File: config.mk
export PLATFORM = sky130hd
export DESIGN_NAME = cms_call_mode_ctrl
export DESIGN_NICKNAME = d
export VERILOG_FILES = /design/src/include/cms_pkg.sv /design/src/verilog/cms_call_mode_ctrl.sv /design/src/verilog/cms_op_decode.sv
export SDC_FILE = /design/constraint.sdc
export NUM_CORES = 1
export LEC_CHECK = 0
export ABC_CLOCK_PERIOD_IN_PS = 3600
export BUFFER_PORTS_ARGS = -buffer_cell sky130_fd_sc_hd__buf_2
export CAP_MARGIN = 0
export CORE_ASPECT_RATIO = 1.4
export CORE_UTILIZATION = 50
export CTS_BUF_LIST = sky130_fd_sc_hd__clkbuf_8
export DETAILED_ROUTE_END_ITERATION = 6
export GPL_ROUTABILITY_DRIVEN = 0
export GPL_TIMING_DRIVEN = 0
export PLACE_DENSITY = 0.89
export SLEW_MARGIN = 25
export SYNTH_ARGS = -nofsm -noshare
export SYNTH_HDL_FRONTEND = slang
export SYNTH_HIERARCHICAL = 1
export SYNTH_SLANG_ARGS = --single-unit
File: constraint.sdc
create_clock -name clock -period 3.6 [get_ports clock]
set_input_delay 0.54 -clock clock [delete_from_list [all_inputs] [get_ports clock]]
set_output_delay 0.54 -clock clock [all_outputs]
set_load 0.05 [all_outputs]
File: src/include/cms_pkg.sv
// Constants and types for the call mode and stack select block
package cms_pkg;

	// Data memory access
	localparam int          CMS_ADDR_W      = 12;
	localparam int          CMS_DATA_W      = 4;
	localparam logic [11:0] CMS_REG_ADDR    = 12'hf84;

	// Field positions of call_mode_stack_select
	localparam int          CMS_MODE_BIT    = 3;
	localparam int          CMS_RSVD_BIT    = 2;
	localparam int          CMS_AREA_MSB    = 1;
	localparam int          CMS_AREA_LSB    = 0;

	// Reset value: legacy_mode_bit set, stack in bank 0
	localparam logic [3:0]  CMS_RESET_VAL   = 4'h8;
	localparam logic [1:0]  CMS_AREA_BANK0  = 2'h0;
	localparam logic [3:0]  CMS_STACK_BANK  = 4'h0;

	// Machine cycle counts
	localparam logic [2:0]  CMS_ABS_CYC     = 3'h3;
	localparam logic [2:0]  CMS_FIX_CYC     = 3'h2;
	localparam logic [2:0]  CMS_EXT_CYC_ADD = 3'h1;
	localparam logic [2:0]  CMS_FAR_BR_CYC  = 3'h3;
	localparam logic [2:0]  CMS_FAR_CALL_CYC = 3'h4;
	localparam logic [2:0]  CMS_INT_CYC     = 3'h3;

	// Stack bytes per call
	localparam logic [1:0]  CMS_BYTES_SHORT = 2'h2;
	localparam logic [1:0]  CMS_BYTES_EXT   = 2'h3;
	localparam logic [1:0]  CMS_BYTES_NONE  = 2'h0;

	// Operations the sequencer times
	typedef enum logic [2:0] {
		CMS_OP_ABS_CALL = 3'b000,
		CMS_OP_FIX_CALL = 3'b001,
		CMS_OP_FAR_BR   = 3'b010,
		CMS_OP_FAR_CALL = 3'b011,
		CMS_OP_INTR     = 3'b100
	} cms_op_t;

	typedef enum logic [1:0] {
		CMS_ST_IDLE = 2'b00,
		CMS_ST_RUN  = 2'b01
	} cms_state_t;

endpackage

File: src/verilog/cms_call_mode_ctrl.sv
// Call mode and stack select register with call timing sequencer
//
// Summary of operation
// - Bit 3 set means short stack mode.
// - Stack area field 0 is bank 0.
// - Calls push two or three stack bytes.
// - Calls take one extra cycle in extended.
// - Far branch and call need extended mode.
// - Register written by 4-bit memory instruction.
// - Reset sets mode bit, short stack mode.
// - Register decodes at data address F84H.
`timescale 1ns/1ns
module cms_call_mode_ctrl
	import cms_pkg::*;
(
	// Clock and reset
	input  wire logic                  clock,
	input  wire logic                  arst_n,
	// Data memory access from the CPU
	input  wire logic [CMS_ADDR_W-1:0] mem_addr,
	input  wire logic                  mem_wr,
	input  wire logic                  mem_rd,
	input  wire logic [CMS_DATA_W-1:0] mem_wdata,
	output logic      [CMS_DATA_W-1:0] mem_rdata,
	output logic                       mem_rvalid,
	// Operation request from the instruction decoder
	input  wire logic                  op_start,
	input  wire logic [2:0]            op_kind,
	input  wire logic                  mc_tick,
	// Operation progress
	output logic                       op_busy,
	output logic                       op_done,
	output logic                       op_illegal,
	output logic                       stack_push,
	output logic [2:0]                 op_cycles,
	output logic [1:0]                 op_bytes,
	// Mode and stack status
	output logic                       short_stack_mode,
	output logic [3:0]                 stack_bank,
	output logic                       stack_area_fault
);

	logic [CMS_DATA_W-1:0] call_mode_stack_select;
	logic                  reg_hit;
	logic                  reg_write;
	logic                  mode_now;
	logic                  dec_legal;
	logic [2:0]            dec_cycles;
	logic [1:0]            dec_bytes;
	cms_state_t            state;
	logic [2:0]            cyc_left;
	logic [1:0]            bytes_left;

	// Address decode for the single register
	always_comb
	begin
		if (mem_addr == CMS_REG_ADDR)
		begin
			reg_hit = 1'b1;
		end
		else
		begin
			reg_hit = 1'b0;
		end
	end

	assign reg_write = reg_hit & mem_wr;

	// A write in the same cycle as a request steers that request
	assign mode_now = reg_write ? mem_wdata[CMS_MODE_BIT]
		: call_mode_stack_select[CMS_MODE_BIT];

	// Register storage; bit 2 is stored as written so software sees its own value
	always_ff @(posedge clock or negedge arst_n)
	begin
		if (!arst_n)
		begin
			call_mode_stack_select <= CMS_RESET_VAL;
		end
		else if (reg_write)
		begin
			call_mode_stack_select <= mem_wdata;
		end
	end

	// Registered read path
	always_ff @(posedge clock or negedge arst_n)
	begin
		if (!arst_n)
		begin
			mem_rdata  <= 4'h0;
			mem_rvalid <= 1'b0;
		end
		else
		begin
			mem_rvalid <= mem_rd & reg_hit;
			if (mem_rd && reg_hit)
			begin
				mem_rdata <= call_mode_stack_select;
			end
			else
			begin
				mem_rdata <= 4'h0;
			end
		end
	end

	// Mode and stack bank outputs
	always_ff @(posedge clock or negedge arst_n)
	begin
		if (!arst_n)
		begin
			short_stack_mode <= CMS_RESET_VAL[CMS_MODE_BIT];
			stack_bank       <= CMS_STACK_BANK;
		end
		else
		begin
			short_stack_mode <= mode_now;
			// Only bank 0 exists for the stack; other field values are not honoured
			stack_bank       <= CMS_STACK_BANK;
		end
	end

	// Prohibited stack area field, also flags a set reserved bit
	always_ff @(posedge clock or negedge arst_n)
	begin
		if (!arst_n)
		begin
			stack_area_fault <= 1'b0;
		end
		else if (reg_write)
		begin
			stack_area_fault <= (mem_wdata[CMS_AREA_MSB:CMS_AREA_LSB] != CMS_AREA_BANK0)
				| mem_wdata[CMS_RSVD_BIT];
		end
	end

	cms_op_decode u_decode (
		.short_mode (mode_now),
		.op_kind    (op_kind),
		.legal      (dec_legal),
		.cycles     (dec_cycles),
		.bytes      (dec_bytes)
	);

	// Operation sequencer; requests while busy are ignored
	always_ff @(posedge clock or negedge arst_n)
	begin
		if (!arst_n)
		begin
			state      <= CMS_ST_IDLE;
			cyc_left   <= 3'h0;
			bytes_left <= 2'h0;
		end
		else
		begin
			case (state)
				CMS_ST_IDLE:
				begin
					if (op_start && dec_legal)
					begin
						state      <= CMS_ST_RUN;
						cyc_left   <= dec_cycles;
						bytes_left <= dec_bytes;
					end
				end
				CMS_ST_RUN:
				begin
					if (mc_tick)
					begin
						if (bytes_left != 2'h0)
						begin
							bytes_left <= 2'(bytes_left - 2'h1);
						end
						cyc_left <= 3'(cyc_left - 3'h1);
						if (cyc_left == 3'h1)
						begin
							state <= CMS_ST_IDLE;
						end
					end
				end
				default:
				begin
					state <= CMS_ST_IDLE;
				end
			endcase
		end
	end

	// Pulses and status of the sequencer
	always_ff @(posedge clock or negedge arst_n)
	begin
		if (!arst_n)
		begin
			op_busy    <= 1'b0;
			op_done    <= 1'b0;
			op_illegal <= 1'b0;
			stack_push <= 1'b0;
		end
		else
		begin
			op_illegal <= (state == CMS_ST_IDLE) & op_start & ~dec_legal;
			stack_push <= (state == CMS_ST_RUN) & mc_tick & (bytes_left != 2'h0);
			op_done    <= (state == CMS_ST_RUN) & mc_tick & (cyc_left == 3'h1);
			if (state == CMS_ST_IDLE)
			begin
				op_busy <= op_start & dec_legal;
			end
			else if (mc_tick && cyc_left == 3'h1)
			begin
				op_busy <= 1'b0;
			end
		end
	end

	// Cycle and byte figures of the last accepted operation
	always_ff @(posedge clock or negedge arst_n)
	begin
		if (!arst_n)
		begin
			op_cycles <= 3'h0;
			op_bytes  <= 2'h0;
		end
		else if (state == CMS_ST_IDLE && op_start && dec_legal)
		begin
			op_cycles <= dec_cycles;
			op_bytes  <= dec_bytes;
		end
	end

endmodule // cms_call_mode_ctrl

File: src/verilog/cms_op_decode.sv
// Mode dependent decode of cycle count, stack bytes and legality
`timescale 1ns/1ns
module cms_op_decode
	import cms_pkg::*;
(
	// Mode and operation
	input  wire logic       short_mode,
	input  wire logic [2:0] op_kind,
	// Decode result
	output logic            legal,
	output logic [2:0]      cycles,
	output logic [1:0]      bytes
);

	function automatic logic [5:0] decode_op(input logic short_m, input logic [2:0] kind);
		logic       ok;
		logic [2:0] cyc;
		logic [1:0] byt;
		ok  = 1'b1;
		cyc = CMS_ABS_CYC;
		byt = short_m ? CMS_BYTES_SHORT : CMS_BYTES_EXT;
		case (kind)
			CMS_OP_ABS_CALL: cyc = short_m ? CMS_ABS_CYC : 3'(CMS_ABS_CYC + CMS_EXT_CYC_ADD);
			CMS_OP_FIX_CALL: cyc = short_m ? CMS_FIX_CYC : 3'(CMS_FIX_CYC + CMS_EXT_CYC_ADD);
			CMS_OP_FAR_BR:
			begin
				ok  = ~short_m;
				cyc = CMS_FAR_BR_CYC;
				byt = CMS_BYTES_NONE;
			end
			CMS_OP_FAR_CALL:
			begin
				ok  = ~short_m;
				cyc = CMS_FAR_CALL_CYC;
			end
			CMS_OP_INTR:     cyc = CMS_INT_CYC;
			default:         ok  = 1'b0;
		endcase
		return {ok, cyc, byt};
	endfunction

	always_comb
	begin
		{legal, cycles, bytes} = decode_op(short_mode, op_kind);
	end

endmodule // cms_op_decode

==> results of run 1 <==
## Yosys cell counts, drive strengths merged
cell	number	area share, %
or4b	2	1.6
conb	1	0.30
nand2	7	2.1
a21oi	3	1.2
nand3	1	0.40
nor2	2	0.61
o211ai	2	1.2
nor3b	2	1.2
o21a	1	0.61
nor4	1	0.50
or4bb	1	0.91
or4	1	0.91
buf	5	3.3
o221ai	1	0.71
nor2b	2	1.0
nand3b	4	2.4
dfstp	2	4.2
and3b	1	0.71
nand4	1	0.50
mux2	10	11
ha	3	3.0
a21o	2	1.2
and2	4	2.0
a31oi	1	0.50
clkbuf	2	0.61
mux2i	5	4.0
o21ai	4	1.6
o31ai	1	0.61
dfrtp	24	48
or3	2	1.4
inv	5	1.5
## cells in the final DEF (no fill, tap or decap), types with 5 or more instances in the layout
cell and n:
dfrtp_1 24, buf_2 40, mux2i_1 5, nand2_1 7, mux2_2 5, inv_1 6, mux2_4 5
## state kept, by name, summed over array words and instances, names as in the netlist
register,flops
call_mode_stack_select,4
op_bytes,2
bytes_left,2
op_illegal,1
mem_rvalid,1
state,1
mem_rdata,4
cyc_left,3
op_cycles,3
stack_area_fault,1
stack_push,1
short_stack_mode,1
op_done,1
op_busy,1
## final cells by class
| type | count | area (µm²) | share of cell area (%) |
|---|---|---|---|
| Inverter | 5 | 18.8 | 1.23 |
| Sequential cell | 26 | 653 | 42.8 |
| Clock buffer | 3 | 41.3 | 2.70 |
| Timing Repair Buffer | 40 | 200 | 13.1 |
| Clock inverter | 1 | 3.75 | 0.246 |
| Tap cell | 23 | 28.8 | 1.89 |
| Buffer | 7 | 48.8 | 3.20 |
| Multi-Input combinational cell | 68 | 532 | 34.8 |
## per-layer routing
metal  share of wire [%]  vias up  global-route usage [%]
met3                 5.1        2                    2.68
li1                    -      450                       -
met2                  57       40                    38.9
met1                  37      460                    19.7
met5                   0        -                       0
met4                0.43        0                    3.90
## power breakdown
| part | internal [mW] | switching (mW) | leakage [nW] |
|---|---|---|---|
| logic | 0.140 | 0.272 | 0.469 |
| registers | 0.363 | 0.0414 | 0.321 |
| clock network | 0.0761 | 0.0860 | 0.0269 |
## worst max path at each step
stage,end,cells past startpoint,slack (ns)
2_1_floorplan,op_bytes[0]$_DFFE_PN0P_,9,0.40
5_1_grt,cyc_left[0]$_DFFE_PN0P_,11,0.16
4_1_cts,op_bytes[0]$_DFFE_PN0P_,10,0.33
3_3_place_gp,op_cycles[0]$_DFFE_PN0P_,10,0.12
6_report,op_bytes[0]$_DFFE_PN0P_,10,0.31
3_5_place_dp,op_bytes[0]$_DFFE_PN0P_,10,0.06
## logic make-up (layout without fill, tap and decap cells)
logic type | after synthesis | after routing | synth area share, %
AOI/OAI and AO/OA | 15 | 15 | 7.66
adders and majority gates | 3 | 3 | 3.02
buffers and inverters | 12 | 56 | 5.44
DFF | 26 | 26 | 52.6
muxes | 15 | 15 | 14.6
other | 1 | 4 | 0.302
and+or+nand+nor | 31 | 31 | 16.3
## through the flow
stage               hold slack [ns]  cell area (µm²)  cells  setup slack [ns]  utilization (%)
floorplan                     0.244             1250    106             0.402                -
global placement              0.468             1480    169             0.121             62.6
detailed placement            0.483             1480    169            0.0602             62.6
CTS                           0.275             1530    173             0.332             64.6
global route                  0.296             1530    173             0.161             64.6
finish                        0.251             1530    173             0.306             64.6
==> metrics.md, run 1 <==
| Metric | Value |
|---|---|
| Status | `completed` |
| H-tree depth | `1` |
| Final nets | `179` |
| Total CTS buffers | `3` |
| CP peak stage delay | `0.53 ns` |
| YS warnings | `6` |
| Antenna cells | `0` |
| Ports | `45` |
| Fin. max-slew vios | `0` |
| CP Buf/Inv Count | `3` |
| Area delta synth->final | `23.0%` |
| Leak | `0.817 nW` |
| Worst setup path startpoint | `mem_addr[5]` |
| Worst-margin pin slew | `0.636 ns` |
| Crit-path max FO | `10` |
| Die X | `44.1 µm` |
| Max_cap viols | `0` |
| Via Count | `952` |
| Min cycle time layout | `3.29 ns` |
| First-pass GRT wire length | `3760 µm` |
| Core Region | `2360 µm²` |
| 1st-pass router iterations | `6` |
| Critical Path Slowest Stage Cell | `or4b_1` |
| Count of final hold-check violations | `0` |
| CP top delay family | `simple AND/OR/NAND/NOR gates` |
| Seq/Total Area, Yosys | `52.6%` |
| Post-CTS Resized | `0` |
| CP Class | `in -> reg` |
| R2r setup slk | `1.52 ns` |
| RSZ-0062 raised after global routing | `false` |
| CP Capture Type | `register` |
| Avg Cell Area, Syn | `12.1 µm²` |
| Die area | `2690 µm²` |
| Vias in the first global route | `911` |
| Synthesized area | `1240 µm²` |
| Worst Clk Skew | `0.00172 ns` |
| Post-DP HPWL | `1830 µm` |
| Routed Antenna Nets | `0` |
| Global route overflow | `0` |
| Final Cycle Share | `91.5%` |
| Root buf cell | `clkbuf_8` |
| Worst vdd ir | `0.380 mV` |
| FP Rows | `21` |
| Sink Count | `26` |
| Largest buffer count on any clock path | `2` |
| CP cell instances | `buf_2, or4b_1, or4_4, buf_6, mux2_4, o21a_1, a21oi_1, nand3b_1, clkbuf_1, mux2_2` |
| Die Span Y | `61.0 µm` |
| Count of different cell masters after synthesis | `34` |
| Mapped Cells | `103` |
| Antenna violations before repair | `0` |
| # Post-CTS Setup Buffers | `0` |
| Clock Pin Slew Worst Setup and Hold Paths | `0.09 ns` |
| # fillers | `200` |
| Initial DRC count | `6` |
| Setup tns final | `0 ns` |
| Starting Density | `52.5%` |
| Req. time, crit path | `3.75 ns` |
| Buffers on Ports | `40` |
| Drc violations | `0` |
| CTS tree | `yes` |
| Avg WL per Cell | `13.3 µm` |
| Tot GR Track Use | `18.9%` |
| R2r worst-path depth | `6` |
| PnR Total Power | `978 µW` |
| Post-CTS Hold Buffers | `0` |
| Worst setup SP type | `input port` |
| # setup viols final | `0` |
| Register bit total from synthesis | `26` |
| Via density | `5.50` |
| Fmax | `304 MHz` |
| Largest net degree at the start of global routing | `27` |
| Share of cells above drive strength 1 | `41.3%` |
| Critical path arrival | `3.44 ns` |
| Clk Latency, worst-skew pair | `0.26 ns` |
| Reg2reg end | `op_bytes[0]$_DFFE_PN0P_` |
| Final WL | `2310 µm` |
| Relative slew slack | `57.2%` |
| HP Class | `in -> async` |
| Reg2reg start | `call_mode_stack_select[3]$_DFFE_PN1P_` |
| PD cells | `641 nW/µm²` |
Note: power is estimated with default switching activity, not from simulation.
==> inputs of run 2 (changes only) <==
--- a/config.mk
+++ b/config.mk
@@ -9,12 +9,12 @@
 export BUFFER_PORTS_ARGS = -buffer_cell sky130_fd_sc_hd__buf_2
 export CAP_MARGIN = 0
 export CORE_ASPECT_RATIO = 1.4
-export CORE_UTILIZATION = 50
+export CORE_UTILIZATION = 45
 export CTS_BUF_LIST = sky130_fd_sc_hd__clkbuf_8
 export DETAILED_ROUTE_END_ITERATION = 6
 export GPL_ROUTABILITY_DRIVEN = 0
 export GPL_TIMING_DRIVEN = 0
-export PLACE_DENSITY = 0.89
+export PLACE_DENSITY = 0.82
 export SLEW_MARGIN = 25
 export SYNTH_ARGS = -nofsm -noshare
 export SYNTH_HDL_FRONTEND = slang
==> run 2 against run 1 <==
Cell count rose by 7.5%. Register-to-register slack improved by 0.06 ns. Wire length fell by 1.3%. Total power fell by 0.17%. Non-clock buffer count did not move. Fmax rose by 1.7%. Clock-buffer cell count did not move. Worst setup slack improved by 0.053 ns. Critical path type unchanged. Highest routed layer unchanged.
==> metrics.md, run 2 (synthesized netlist as in run 1, its figures left out) <==
| Metric | Value |
|---|---|
| Die X | `46.4 µm` |
| Vias in the first global route | `905` |
| Worst-margin pin slew | `0.608 ns` |
| FP Rows | `22` |
| Count of final hold-check violations | `0` |
| Worst vdd ir | `0.391 mV` |
| Req. time, crit path | `3.75 ns` |
| Final hold slack | `0.255 ns` |
| R2r setup slk | `1.58 ns` |
| Worst Clk Skew | `0.00247 ns` |
| Final WL | `2280 µm` |
| CP Class | `in -> reg` |
| Clk Latency, worst-skew pair | `0.26 ns` |
| Reg2reg start | `call_mode_stack_select[3]$_DFFE_PN1P_` |
| Critical path arrival | `3.39 ns` |
| # Post-CTS Setup Buffers | `0` |
| First-pass GRT wire length | `3870 µm` |
| Post-CTS Hold Buffers | `0` |
| Die area | `2980 µm²` |
| Final worst-path setup slack | `0.360 ns` |
| Largest registers | `call_mode_stack_select: 4 flops, mem_rdata: 4 flops` |
| Relative slew slack | `59.1%` |
| CTS tree | `yes` |
| PD cells | `633 nW/µm²` |
| Setup slack at placement | `0.0694 ns` |
| Final Cycle Share | `90.0%` |
| Placed cell area | `1500 µm²` |
| Sink Count | `26` |
| Crit-path max FO | `10` |
| Avg WL per Cell | `12.2 µm` |
| Fin area | `1540 µm²` |
| Ports | `45` |
| Drc violations | `0` |
| Fin. max-slew vios | `0` |
| # setup viols final | `0` |
| Final non-filler cell total | `186` |
| Leak | `0.817 nW` |
| Tot GR Track Use | `17.9%` |
| R2r worst-path depth | `6` |
| Die Span Y | `64.1 µm` |
| Root buf cell | `clkbuf_8` |
| Reg2reg end | `op_bytes[0]$_DFFE_PN0P_` |
| Status | `completed` |
| Max_cap viols | `0` |
| Post-CTS Resized | `0` |
| Total CTS buffers | `3` |
| Share of cells above drive strength 1 | `41.3%` |
| Antenna violations before repair | `0` |
| Largest buffer count on any clock path | `2` |
| Setup tns final | `0 ns` |
| 1st-pass router iterations | `4` |
| CP Capture Type | `register` |
| Antenna cells | `0` |
| Clock Pin Slew Worst Setup and Hold Paths | `0.08 ns` |
| Initial DRC count | `11` |
| H-tree depth | `1` |
| Worst setup SP type | `input port` |
| # fillers | `240` |
| Starting Density | `47.5%` |
| Most common cell after layout, fill and taps aside | `buf_2` |
| RSZ-0062 raised after global routing | `false` |
| Utilization after layout | `59.0%` |
| Core Region | `2620 µm²` |
| Routed Antenna Nets | `0` |
| Area delta synth->final | `24.3%` |
| Final nets | `179` |
| PnR Total Power | `976 µW` |
| Most frequent cells in the layout | `buf_2, dfrtp_1, nand2_1, inv_1` |
| HP Class | `in -> async` |
| Post-DP HPWL | `1850 µm` |
| Via density | `5.03` |
| Via Count | `935` |
| Global route overflow | `0` |
| Dpl cells | `182` |
| Buffers on Ports | `40` |
| Fmax | `309 MHz` |
| Largest net degree at the start of global routing | `27` |
| Min cycle time layout | `3.24 ns` |
[run 2: cell counts in the layout (fill, tap and decap cells not counted)]
Identical to the previous run, type by type.
[run 2: routing by layer]
| metal | global-route usage, % | wire length [µm] | up-vias |
|---|---|---|---|
| met2 | 31.3 | 1250 | 40 |
| met1 | 20.7 | 871 | 443 |
| li1 | - | - | 448 |
| met5 | 0 | 0 | - |
| met4 | 5.51 | 26 | 0 |
| met3 | 3.67 | 131 | 4 |
[run 2: area by class of cell]
| cell class | count | area (µm²) | area share [%] |
|---|---|---|---|
| Clock buffer | 3 | 41.3 | 2.68 |
| Tap cell | 36 | 45.0 | 2.92 |
| Multi-Input combinational cell | 68 | 532 | 34.5 |
| Timing Repair Buffer | 40 | 200 | 13.0 |
| Buffer | 7 | 48.8 | 3.16 |
| Clock inverter | 1 | 3.75 | 0.243 |
| Inverter | 5 | 18.8 | 1.22 |
| Sequential cell | 26 | 653 | 42.3 |
[run 2: how the worst max path moves through the flow]
stage	endpoint	startpoint	depth (start not counted)	slack, ns
finish	cyc_left[0]$_DFFE_PN0P_	mem_addr[5]	11	0.36
global route	cyc_left[0]$_DFFE_PN0P_	mem_addr[5]	11	0.19
CTS	cyc_left[0]$_DFFE_PN0P_	mem_addr[5]	11	0.37
detailed placement	op_bytes[0]$_DFFE_PN0P_	mem_addr[5]	10	0.07
global placement	op_bytes[0]$_DFFE_PN0P_	mem_addr[5]	10	0.12
floorplan	op_bytes[0]$_DFFE_PN0P_	mem_addr[5]	9	0.40
[run 2: critical path, cell delays in order]
cell      delay, ns
buf_2          0.10
or4b_1         0.53
or4_4          0.50
buf_6          0.15
mux2_4         0.33
o21a_1         0.18
a21oi_1        0.20
nand3b_1       0.23
clkbuf_1       0.30
o211ai_1       0.23
o31ai_1        0.10
[run 2: power breakdown]
part	internal (mW)	total, mW	switching, mW
logic	0.140	0.413	0.273
clock network	0.0762	0.160	0.0835
registers	0.363	0.404	0.0408
==> inputs of run 3 (changes only) <==
--- a/config.mk
+++ b/config.mk
@@ -9,12 +9,12 @@
 export BUFFER_PORTS_ARGS = -buffer_cell sky130_fd_sc_hd__buf_2
 export CAP_MARGIN = 0
 export CORE_ASPECT_RATIO = 1.4
-export CORE_UTILIZATION = 45
+export CORE_UTILIZATION = 40
 export CTS_BUF_LIST = sky130_fd_sc_hd__clkbuf_8
 export DETAILED_ROUTE_END_ITERATION = 6
 export GPL_ROUTABILITY_DRIVEN = 0
 export GPL_TIMING_DRIVEN = 0
-export PLACE_DENSITY = 0.82
+export PLACE_DENSITY = 0.75
 export SLEW_MARGIN = 25
 export SYNTH_ARGS = -nofsm -noshare
 export SYNTH_HDL_FRONTEND = slang
==> run 3 against run 2 <==
Worst setup slack got worse by 0.019 ns. Critical path depth did not move. Fmax fell by 0.58%. Clock skew barely moved. Wire length rose by 3.6%. Global-route usage fell by 2.6 points. Sequential power barely moved. Cell count rose by 0.54%. Clock power rose by 47%. Largest cell class unchanged. Largest power group unchanged.
==> metrics.md, run 3 (synthesized netlist as in run 1, its figures left out) <==
| Metric | Value |
|---|---|
| FP Rows | `23` |
| Buffers on Ports | `40` |
| Via density | `5.04` |
| H-tree depth | `1` |
| CP peak stage delay | `0.54 ns` |
| Fin area | `1570 µm²` |
| Worst Clk Skew | `0.00246 ns` |
| # fillers | `264` |
| Area delta synth->final | `26.5%` |
| Relative slew slack | `58.2%` |
| Most frequent cells in the layout | `buf_2, dfrtp_1, nand2_1` |
| Vias in the first global route | `911` |
| Max_cap viols | `0` |
| Largest buffer count on any clock path | `2` |
| Worst-margin pin slew | `0.621 ns` |
| Largest net degree at the start of global routing | `27` |
| Drc violations | `0` |
| Global routing usage on met2 | `28.9%` |
| First-pass GRT wire length | `3910 µm` |
| Most common cell after layout, fill and taps aside | `buf_2` |
| Root buf cell | `clkbuf_8` |
| Post-CTS Resized | `0` |
| Met3 Track Usage GR | `3.11%` |
| Via Count | `943` |
| Critical Path Slowest Stage Cell | `or4b_1` |
| HP Class | `in -> async` |
| PD cells | `673 nW/µm²` |
| Initial DRC count | `6` |
| Fin. max-slew vios | `0` |
| CP top delay family | `simple AND/OR/NAND/NOR gates` |
| Fmax | `307 MHz` |
| Worst vdd ir | `0.300 mV` |
| Core Region | `2910 µm²` |
| Multi-input logic area | `532 µm²` |
| Final WL | `2360 µm` |
| CP Class | `in -> reg` |
| Antenna violations before repair | `0` |
| Routed Antenna Nets | `0` |
| Antenna cells | `0` |
| Final nets | `179` |
| Count of final hold-check violations | `0` |
| Worst setup SP type | `input port` |
| 1st-pass router iterations | `4` |
| Share of cells above drive strength 1 | `42.0%` |
| Crit-path max FO | `10` |
| Ports | `45` |
| Post-CTS Hold Buffers | `0` |
| Total CTS buffers | `3` |
| Avg WL per Cell | `12.6 µm` |
| CP cell instances | `buf_2, or4b_1, or4_4, buf_6, mux2_4, o21a_1, a21oi_1, nand3b_1, clkbuf_1, o211ai_1, o31ai_1` |
| Largest registers | `call_mode_stack_select: 4 flops, mem_rdata: 4 flops` |
| CP Buf/Inv Count | `3` |
| Starting Density | `42.7%` |
| Req. time, crit path | `3.75 ns` |
| Setup tns final | `0 ns` |
| Clock Pin Slew Worst Setup and Hold Paths | `0.09 ns` |
| Status | `completed` |
| Critical path arrival | `3.41 ns` |
| Busiest layer in global routing | `met2` |
| Min cycle time layout | `3.26 ns` |
| Placed cell area | `1500 µm²` |
| GRT met1 Usage | `17.3%` |
| RSZ-0062 raised after global routing | `false` |
| Leak | `0.825 nW` |
| Die X | `49.1 µm` |
| Sink Count | `26` |
| Register area | `653 µm²` |
| CTS tree | `yes` |
| Final Cycle Share | `90.5%` |
| # setup viols final | `0` |
| Die Span Y | `67.9 µm` |
| CP Capture Type | `register` |
| Die area | `3330 µm²` |
| Global route overflow | `0` |
| # Post-CTS Setup Buffers | `0` |
| Tot GR Track Use | `15.3%` |
| Clk Latency, worst-skew pair | `0.26 ns` |
| Post-DP HPWL | `1900 µm` |
run 3: stage by stage:
| step | hold WS [ns] | setup slack [ns] | instances | power, mW | util, % |
|---|---|---|---|---|---|
| after floorplan | 0.244 | 0.402 | 106 | 0.720 | - |
| after CTS | 0.276 | 0.350 | 187 | 1.07 | 54.0 |
| after detailed placement | 0.476 | 0.0657 | 183 | 0.831 | 51.6 |
| final | 0.256 | 0.341 | 187 | 1.06 | 54.0 |
| after global placement | 0.468 | 0.100 | 183 | 0.807 | 51.6 |
| after global routing | 0.297 | 0.213 | 187 | 1.13 | 54.0 |
run 3: worst register-to-register path, stage by stage, from the launching register on:
cell      delay (ns)
dfstp_2         0.38
mux2_4          0.29
o21a_1          0.18
a21oi_1         0.21
nand3b_1        0.23
clkbuf_1        0.31
o211ai_1        0.24
o31ai_1         0.09
run 3: metal layers:
layer	routed length [µm]	vias up
met5	0	-
met4	15	0
met3	163	2
met2	1260	38
met1	916	449
li1	-	454
run 3: path summary, 6_finish.rpt:
path / start / endpoint / slack (ns) / cells past startpoint
max: mem_addr[5] / cyc_left[0]$_DFFE_PN0P_ / 0.34 / 11
min: arst_n / cyc_left[2]$_DFFE_PN0P_ / 0.26 / 1
max reg2reg: call_mode_stack_select[3]$_DFFE_PN1P_ / cyc_left[0]$_DFFE_PN0P_ / 1.56 / 7
min reg2reg: call_mode_stack_select[1]$_DFFE_PN0P_ / mem_rdata[1]$_DFF_PN0_ / 0.50 / 1
max in group asynchronous: arst_n / cyc_left[0]$_DFFE_PN0P_ / 2.97 / 1
min in group clock: call_mode_stack_select[1]$_DFFE_PN0P_ / mem_rdata[1]$_DFF_PN0_ / 0.50 / 1
run 3: final cells by class:
type / count / area share [%]
clock buffers: 3 / 2.63
well taps: 37 / 2.95
multi-input cells: 68 / 33.9
plain buffers: 7 / 3.11
flip-flops and latches: 26 / 41.6
clock inverters: 1 / 1.91
repair buffers: 40 / 12.7
inverters: 5 / 1.20
run 3: power by group:
part	internal [mW]	total, mW	switching, mW
Sequential	0.363	0.405	0.0424
Combinational	0.140	0.416	0.276
Clock	0.149	0.236	0.0879
Total	0.652	1.06	0.406
